**config.mk**
```make
export PLATFORM = sky130hd
export DESIGN_NAME = artc_ref_ctrl
export DESIGN_NICKNAME = d
export VERILOG_FILES = /design/src/rtl/artc_offset_store.v /design/src/rtl/artc_ref_ctrl.v
export VERILOG_INCLUDE_DIRS = /design/src /design/src/inc
export SDC_FILE = /design/constraint.sdc
export NUM_CORES = 1
export LEC_CHECK = 0
export BUFFER_PORTS_ARGS = -buffer_cell sky130_fd_sc_hd__buf_2
export CAP_MARGIN = 20
export CORE_MARGIN = 2
export CORE_UTILIZATION = 48
export CTS_CLUSTER_DIAMETER = 80
export DETAILED_ROUTE_END_ITERATION = 16
export PLACE_DENSITY = 0.82
export SLEW_MARGIN = 20
export SYNTH_ARGS = -nofsm -noshare
export SYNTH_HDL_FRONTEND = slang
export SYNTH_SLANG_ARGS = --single-unit
```
**constraint.sdc**
```tcl
create_clock -name clk_sys_in -period 2.35 [get_ports clk_sys_in]
set_input_delay 0.235 -clock clk_sys_in [delete_from_list [all_inputs] [get_ports clk_sys_in]]
set_output_delay 0.235 -clock clk_sys_in [all_outputs]
set_load 0.02 [all_outputs]
```
**src/inc/artc_consts.vh**
```
// Constants for the reference and temperature sensor control block.
// Assumes an 8-bit special-function-register bus with 8-bit addresses.
`ifndef ARTC_CONSTS_VH
`define ARTC_CONSTS_VH

// ==========================================================
// Register addresses
`define ARTC_ADDR_OFFSET_LOW 8'h85
`define ARTC_ADDR_OFFSET_HIGH 8'h86
`define ARTC_ADDR_REF_CTRL 8'hd1

// ==========================================================
// Reference control fields
`define ARTC_BIT_GND_SEL 5
`define ARTC_BIT_REFSEL_HI 4
`define ARTC_BIT_REFSEL_LO 3
`define ARTC_BIT_SENSOR_EN 2
`define ARTC_BIT_PREF_OE 0
`define ARTC_REF_CTRL_RESET 8'h18
`define ARTC_REF_CTRL_MASK 8'h3d

// ==========================================================
// Reference select codes
`define ARTC_REFSEL_EXT 2'h0
`define ARTC_REFSEL_VDD 2'h1
`define ARTC_REFSEL_DIG 2'h2
`define ARTC_REFSEL_HS 2'h3

// ==========================================================
// Offset field layout
`define ARTC_OFFS_HI_MSB 9
`define ARTC_OFFS_HI_LSB 2
`define ARTC_OFFS_LO_MSB 1
`define ARTC_OFFS_LO_LSB 0
`define ARTC_OFFL_ZERO 6'h00
`define ARTC_BYTE_ZERO 8'h00

// Converter mux code of the sensor channel (arbitrary default)
`define ARTC_MUX_TEMP 5'h18

`endif

```
**src/rtl/artc_offset_store.v**
```verilog
// Holds the factory temperature offset; captured once after reset release.
// Assumes the trim value input is a static fuse level on the same clock.
`timescale 1ns/100ps
`default_nettype none
`include "artc_consts.vh"

module artc_offset_store #(
  parameter WIDTH = 10
) (
  // Clock and reset
  input wire clk_sys_in,
  input wire rst_in,
  // Fuse value and stored copy
  input wire [WIDTH-1:0] trim_value_in,
  output reg [WIDTH-1:0] offset_value_out
);

  reg loaded_q;

  // ==========================================================
  // Capture
  // per-device load
  // Loaded by the clock after reset, never from the reset itself
  always @(posedge clk_sys_in) begin
    if (rst_in) begin
      loaded_q <= 1'b0;
    end else if (!loaded_q) begin
      loaded_q <= 1'b1;
      offset_value_out <= trim_value_in;
    end
  end

endmodule // artc_offset_store
`default_nettype wire

```
**src/rtl/artc_ref_ctrl.v**
```verilog
// Reference, ground and temperature sensor control with offset registers.
// Assumes a synchronous SFR bus: one-cycle write strobe, registered read.
`timescale 1ns/100ps
`default_nettype none
`include "artc_consts.vh"

module artc_ref_ctrl #(
  parameter OFFS_W = 10
) (
  // Clock and reset
  input wire clk_sys_in,
  input wire rst_in,
  // Register bus
  input wire [7:0] sfr_addr_in,
  input wire [7:0] sfr_wdata_in,
  input wire sfr_wr_in,
  input wire sfr_rd_in,
  output reg [7:0] sfr_rdata_out,
  // Factory trim
  input wire [OFFS_W-1:0] trim_value_in,
  // Converter core status
  input wire [4:0] conv_mux_sel_in,
  input wire conv_tracking_in,
  input wire conv_converting_in,
  input wire conv_hs_ref_req_in,
  // Analog control
  output reg [1:0] vref_route_out,
  output reg pref_enable_out,
  output reg pref_pin_connect_out,
  output reg hs_ref_enable_out,
  output reg sensor_enable_out,
  output reg sensor_to_mux_out,
  output reg gnd_analog_ground_pin_out,
  output reg gnd_internal_out
);

  // Control register and its next value
  reg [7:0] ref_ctrl_q;
  reg [7:0] ref_ctrl_d;
  // Stored factory offset
  wire [OFFS_W-1:0] offset_value;
  // Decoded views of the control register, the converter mux select and the bus
  wire [1:0] reference_select;
  wire hs_selected;
  wire sensor_sampled;
  wire ctrl_wr_hit;
  // Read data before its register
  reg [7:0] rdata_d;

  // ==========================================================
  // Factory offset copy
  // The copy is taken one clock after reset release; a read in that very
  // clock would return an unloaded value, so software waits one clock
  artc_offset_store #(
    .WIDTH(OFFS_W)
  ) u_offs (
    .clk_sys_in(clk_sys_in),
    .rst_in(rst_in),
    .trim_value_in(trim_value_in),
    .offset_value_out(offset_value)
  );

  // ==========================================================
  // Field and channel decode
  // select field view
  assign reference_select =
    ref_ctrl_q[`ARTC_BIT_REFSEL_HI:`ARTC_BIT_REFSEL_LO];
  // Shared by the on-demand enable and the ground override
  assign hs_selected = (reference_select == `ARTC_REFSEL_HS);
  // sensor on positive input
  // The sensor reaches the converter only as a single-ended positive input
  assign sensor_sampled = (conv_mux_sel_in == `ARTC_MUX_TEMP);

  // ==========================================================
  // Bus decode
  // no offset write strobe
  // Only the control register decodes a write; the offset addresses have
  // no write strobe at all, so the factory value cannot be disturbed
  assign ctrl_wr_hit = sfr_wr_in && (sfr_addr_in == `ARTC_ADDR_REF_CTRL);

  // ==========================================================
  // Control register
  // control register write
  // Unused bits are masked so they always read zero; a write to them is
  // accepted but leaves nothing behind
  always @* begin
    ref_ctrl_d = ref_ctrl_q;
    if (ctrl_wr_hit) begin
      ref_ctrl_d = sfr_wdata_in & `ARTC_REF_CTRL_MASK;
    end
  end

  // Register update; the reset value selects the high-speed reference
  always @(posedge clk_sys_in) begin
    if (rst_in) begin
      ref_ctrl_q <= `ARTC_REF_CTRL_RESET;
    end else begin
      ref_ctrl_q <= ref_ctrl_d;
    end
  end

  // ==========================================================
  // Read mux
  // offsets have no write path
  always @* begin
    rdata_d = `ARTC_BYTE_ZERO;
    case (sfr_addr_in)
      `ARTC_ADDR_OFFSET_HIGH: begin
        rdata_d = offset_value[`ARTC_OFFS_HI_MSB:`ARTC_OFFS_HI_LSB];
      end
      `ARTC_ADDR_OFFSET_LOW: begin
        rdata_d = {offset_value[`ARTC_OFFS_LO_MSB:`ARTC_OFFS_LO_LSB],
                   `ARTC_OFFL_ZERO};
      end
      `ARTC_ADDR_REF_CTRL: begin
        rdata_d = ref_ctrl_q;
      end
      default: begin
        rdata_d = `ARTC_BYTE_ZERO;
      end
    endcase
  end

  // Read data is held between reads so software sees a stable byte
  // Reads of unmapped addresses load zero
  always @(posedge clk_sys_in) begin
    if (rst_in) begin
      sfr_rdata_out <= `ARTC_BYTE_ZERO;
    end else if (sfr_rd_in) begin
      sfr_rdata_out <= rdata_d;
    end
  end

  // ==========================================================
  // Analog steering
  // Every steering output is its own flop so the analog side never sees
  // a decode glitch; the price is one clock of lag after each change

  // route reference
  // The route follows the select field alone; 00 carries the pin, which
  // holds the precision reference only while its output enable is set
  always @(posedge clk_sys_in) begin
    if (rst_in) begin
      vref_route_out <= `ARTC_REFSEL_HS;
    end else begin
      vref_route_out <= reference_select;
    end
  end

  // precision reference enable
  // Enable alone drives the pin; it is the selected ref only under 00
  always @(posedge clk_sys_in) begin
    if (rst_in) begin
      pref_enable_out <= 1'b0;
      pref_pin_connect_out <= 1'b0;
    end else begin
      pref_enable_out <= ref_ctrl_q[`ARTC_BIT_PREF_OE];
      pref_pin_connect_out <= ref_ctrl_q[`ARTC_BIT_PREF_OE];
    end
  end

  // high-speed on demand
  // Kept off between conversions; the core's request is a same-clock level
  always @(posedge clk_sys_in) begin
    if (rst_in) begin
      hs_ref_enable_out <= 1'b0;
    end else begin
      hs_ref_enable_out <= hs_selected && conv_hs_ref_req_in;
    end
  end

  // sensor on or off
  // The path to the mux closes only for the sensor channel, so a disabled
  // or unselected sensor never loads the converter input
  always @(posedge clk_sys_in) begin
    if (rst_in) begin
      sensor_enable_out <= 1'b0;
      sensor_to_mux_out <= 1'b0;
    end else begin
      sensor_enable_out <= ref_ctrl_q[`ARTC_BIT_SENSOR_EN];
      sensor_to_mux_out <= ref_ctrl_q[`ARTC_BIT_SENSOR_EN] &&
                           sensor_sampled;
    end
  end

  always @(posedge clk_sys_in) begin
    if (rst_in) begin
      gnd_analog_ground_pin_out <= 1'b0;
    end else begin
      gnd_analog_ground_pin_out <= ref_ctrl_q[`ARTC_BIT_GND_SEL];
    end
  end

  // internal ground override
  // Overrides the ground select bit; the analog side gives this priority
  always @(posedge clk_sys_in) begin
    if (rst_in) begin
      gnd_internal_out <= 1'b0;
    end else begin
      gnd_internal_out <= (sensor_sampled && conv_tracking_in) ||
                          (hs_selected && conv_converting_in);
    end
  end

endmodule // artc_ref_ctrl
`default_nettype wire
```
==> results.sh <==
export IMPL_status="finished, final reports clean"
export IMPL_slowest_delay_ns=0.56
export IMPL_crit_family="simple AND/OR/NAND/NOR gates"
export IMPL_yosysUniqueCellTypes=29
export IMPL_synth_nets=143
export IMPL_drive_gt1_share_pct=40.7
export IMPL_cts_made_buffers=5
export IMPL_yosysTopAreaCell="dfxtp_1"
export IMPL_root_buffer="clkbuf_4"
export IMPL_cp_end_kind="flip-flop"
export IMPL_start_util_pct=52.0
export IMPL_antenna_left=0
export IMPL_r2r_setup_slack_ns=1.48
export IMPL_ys_seq_elements=32
export IMPL_cap_violations=0
export IMPL_worstPathCellList="buf_2 > or4b_4 > nor4_4 > a22oi_1 > o21ai_1"
export IMPL_fp_row_count=17
export IMPL_grtUsageTotal_pct=19.0
export IMPL_fillCellCount=184
export IMPL_grt_max_degree=16
export IMPL_gp_congestion=0.740
export IMPL_max_freq_mhz=717
export IMPL_design_die_area_um2=2880
export IMPL_die_width_um=53.7
export IMPL_p_leak_uw=0.000639
export IMPL_synth_avg_cell_area_um2=11.3
export IMPL_crit_arrival_ns=1.65
export IMPL_synth_area_leaders="dfxtp_1, edfxtp_1, nand3_1"
export IMPL_wire_per_inst_um=12.9
export IMPL_drt_iter0_markers=29
export IMPL_cts_resized=0
export IMPL_antenna_found_initial=0
export IMPL_drt_total_wl_mm=2.44
export IMPL_path_buf_inv=1
export IMPL_fin_tns_setup_ns=0
export IMPL_final_cell_mix="buf_2, dfxtp_1, nand2_1"
export IMPL_io_buffers=51
export IMPL_worst_slew_pin_transition_ns=0.496
export IMPL_r2r_start="u_offs.loaded_q"
export IMPL_hold_class="in -> reg"
export IMPL_coreArea_um2=2280
export IMPL_vdd_drop_max_mv=0.442
export IMPL_dp_hpwl_mm=1.84
export IMPL_htreeDepth=2
export IMPL_rsz0062_at_grt="false"
export IMPL_vias_per_cell=5.25
export IMPL_min_period_ns=1.39
export IMPL_final_common_cell="buf_2"
export IMPL_fin_hold_ws_ns=0.0823
export IMPL_grt_pass1_wl_mm=3.70
export IMPL_maxUsedRoutingLayer="met4"
export IMPL_multi_input_area_um2=397
export IMPL_path_max_fanout=8
export IMPL_drc=0
export IMPL_yosysTopAreaCellShare_pct=37.2
export IMPL_slew_viol_final=0
export IMPL_syn_inst=105
export IMPL_setup_viol=0
export IMPL_reg2reg_to="u_offs.offset_value_out[6]"
export IMPL_startpoint_type="input port"
export IMPL_cts_setup_buffers=0
export IMPL_area_growth_pct=27.8
export IMPL_nets=199
export IMPL_slew_headroom_pct=66.7
export IMPL_clk_latency_ns=0.32
export IMPL_crit_type="in -> reg"
export IMPL_die_h_um=53.7
export IMPL_first_pass_iters=4
export IMPL_critPathSlowestCell="or4b_4"
export IMPL_clock_sinks=32
export IMPL_cts_hold_buffers_added=0
export IMPL_fin_cells=190
export IMPL_finClkSkew_ns=0.00336
export IMPL_ios=55
export IMPL_hold_depth=1
export IMPL_hold_viol=0
export IMPL_hold_path_end="u_offs.offset_value_out[0]"
export IMPL_routed_wl_met2_mm=1.19
export IMPL_grt_pass1_vias=872
export IMPL_clk_pin_slew_ns=0.09
export IMPL_powerDensity_nw_per_um2=637
export IMPL_cts_tree="built"
export IMPL_place_inst=182
export IMPL_worstRegToRegCells=2
export IMPL_ys_warn_count=0
export IMPL_seq_area_frac_synth_pct=62.6
export IMPL_min_period_over_period_pct=59.3
export IMPL_grt_overflow_total=0
export IMPL_critPathRequiredTime_ns=2.60
export IMPL_antennaDiodeCount=0
export IMPL_clk_path_buf_depth=2
export IMPL_wl_met3_um=205
export IMPL_hp_start="trim_value_in[0]"
export IMPL_netlist_area_um2=1180
export IMPL_num_vias=998
export IMPL_regArea_um2=741
export IMPL_m1WireLength_um=979
[power breakdown]
part           total [uW]  switching [uW]  leakage (uW)  internal, uW
logic                63.3            33.1      0.000334          30.2
registers             583            2.78      0.000272           580
clock network         317             169     0.0000326           148
[cells in the mapped netlist (all sizes together)]
master	number
nand2b	2
nand3	10
nor4	2
or3b	1
and4	1
a21oi	6
o21ai	5
nor2b	5
or2b	1
o211ai	1
a22oi	5
or2	2
nor3	3
nand2	11
xnor2	1
or4b	1
inv	3
or4	1
buf	4
nor2	3
a32oi	1
dfxtp	22
and2	1
nand3b	1
a31oi	2
edfxtp	10
[per-stage QoR]
stage	area, um^2	util, %	power (uW)	setup slack [ns]
after floorplan	1180	-	622	0.884
after global placement	1450	63.9	656	0.660
after detailed placement	1450	63.9	660	0.619
after CTS	1510	66.5	969	0.960
after global routing	1510	66.5	1000	0.870
final	1510	66.5	963	0.956
[worst max-delay path by stage]
stage / start / endpoint / slack [ns] / cells past startpoint
after floorplan: sfr_addr_in[5] / ref_ctrl_q[3] / 0.88 / 4
after global placement: sfr_addr_in[5] / sfr_rdata_out[5] / 0.66 / 5
after detailed placement: sfr_addr_in[5] / sfr_rdata_out[1] / 0.62 / 5
after CTS: sfr_addr_in[5] / sfr_rdata_out[1] / 0.96 / 5
after global routing: sfr_addr_in[5] / sfr_rdata_out[3] / 0.87 / 5
final: sfr_addr_in[5] / sfr_rdata_out[3] / 0.96 / 5
[cell families (layout without fill, tap and decap cells)]
| group | count (synthesis) | after routing | synth area share, % |
|---|---|---|---|
| buffers and inverters | 7 | 64 | 3.91 |
| AOI/OAI and AO/OA | 20 | 20 | 10.3 |
| xor gates and xnor gates | 1 | 1 | 0.740 |
| and+or+nand+nor | 45 | 45 | 22.5 |
| DFF | 32 | 32 | 62.6 |
[state kept, by name, indices dropped and copies added, names as in the netlist]
signal	cells
vref_route_out	2
u_offs.loaded_q	1
sfr_rdata_out	8
gnd_analog_ground_pin_out	1
gnd_internal_out	1
hs_ref_enable_out	1
sensor_to_mux_out	1
sensor_enable_out	1
ref_ctrl_q	5
u_offs.offset_value_out	10
pref_pin_connect_out	1
[per-layer routing]
layer	vias up	track usage [%]
met5	-	0
met4	0	12.0
met3	10	6.11
met2	46	31.1
met1	454	21.5
li1	488	-
[final cells by class]
class	count	share of cell area, %
clock buffers	8	3.89
inverters	3	0.744
multi-input cells	66	26.2
flip-flops and latches	32	49.0
well taps	28	2.32
repair buffers	53	17.9
Note: power is estimated with default switching activity, not from simulation.
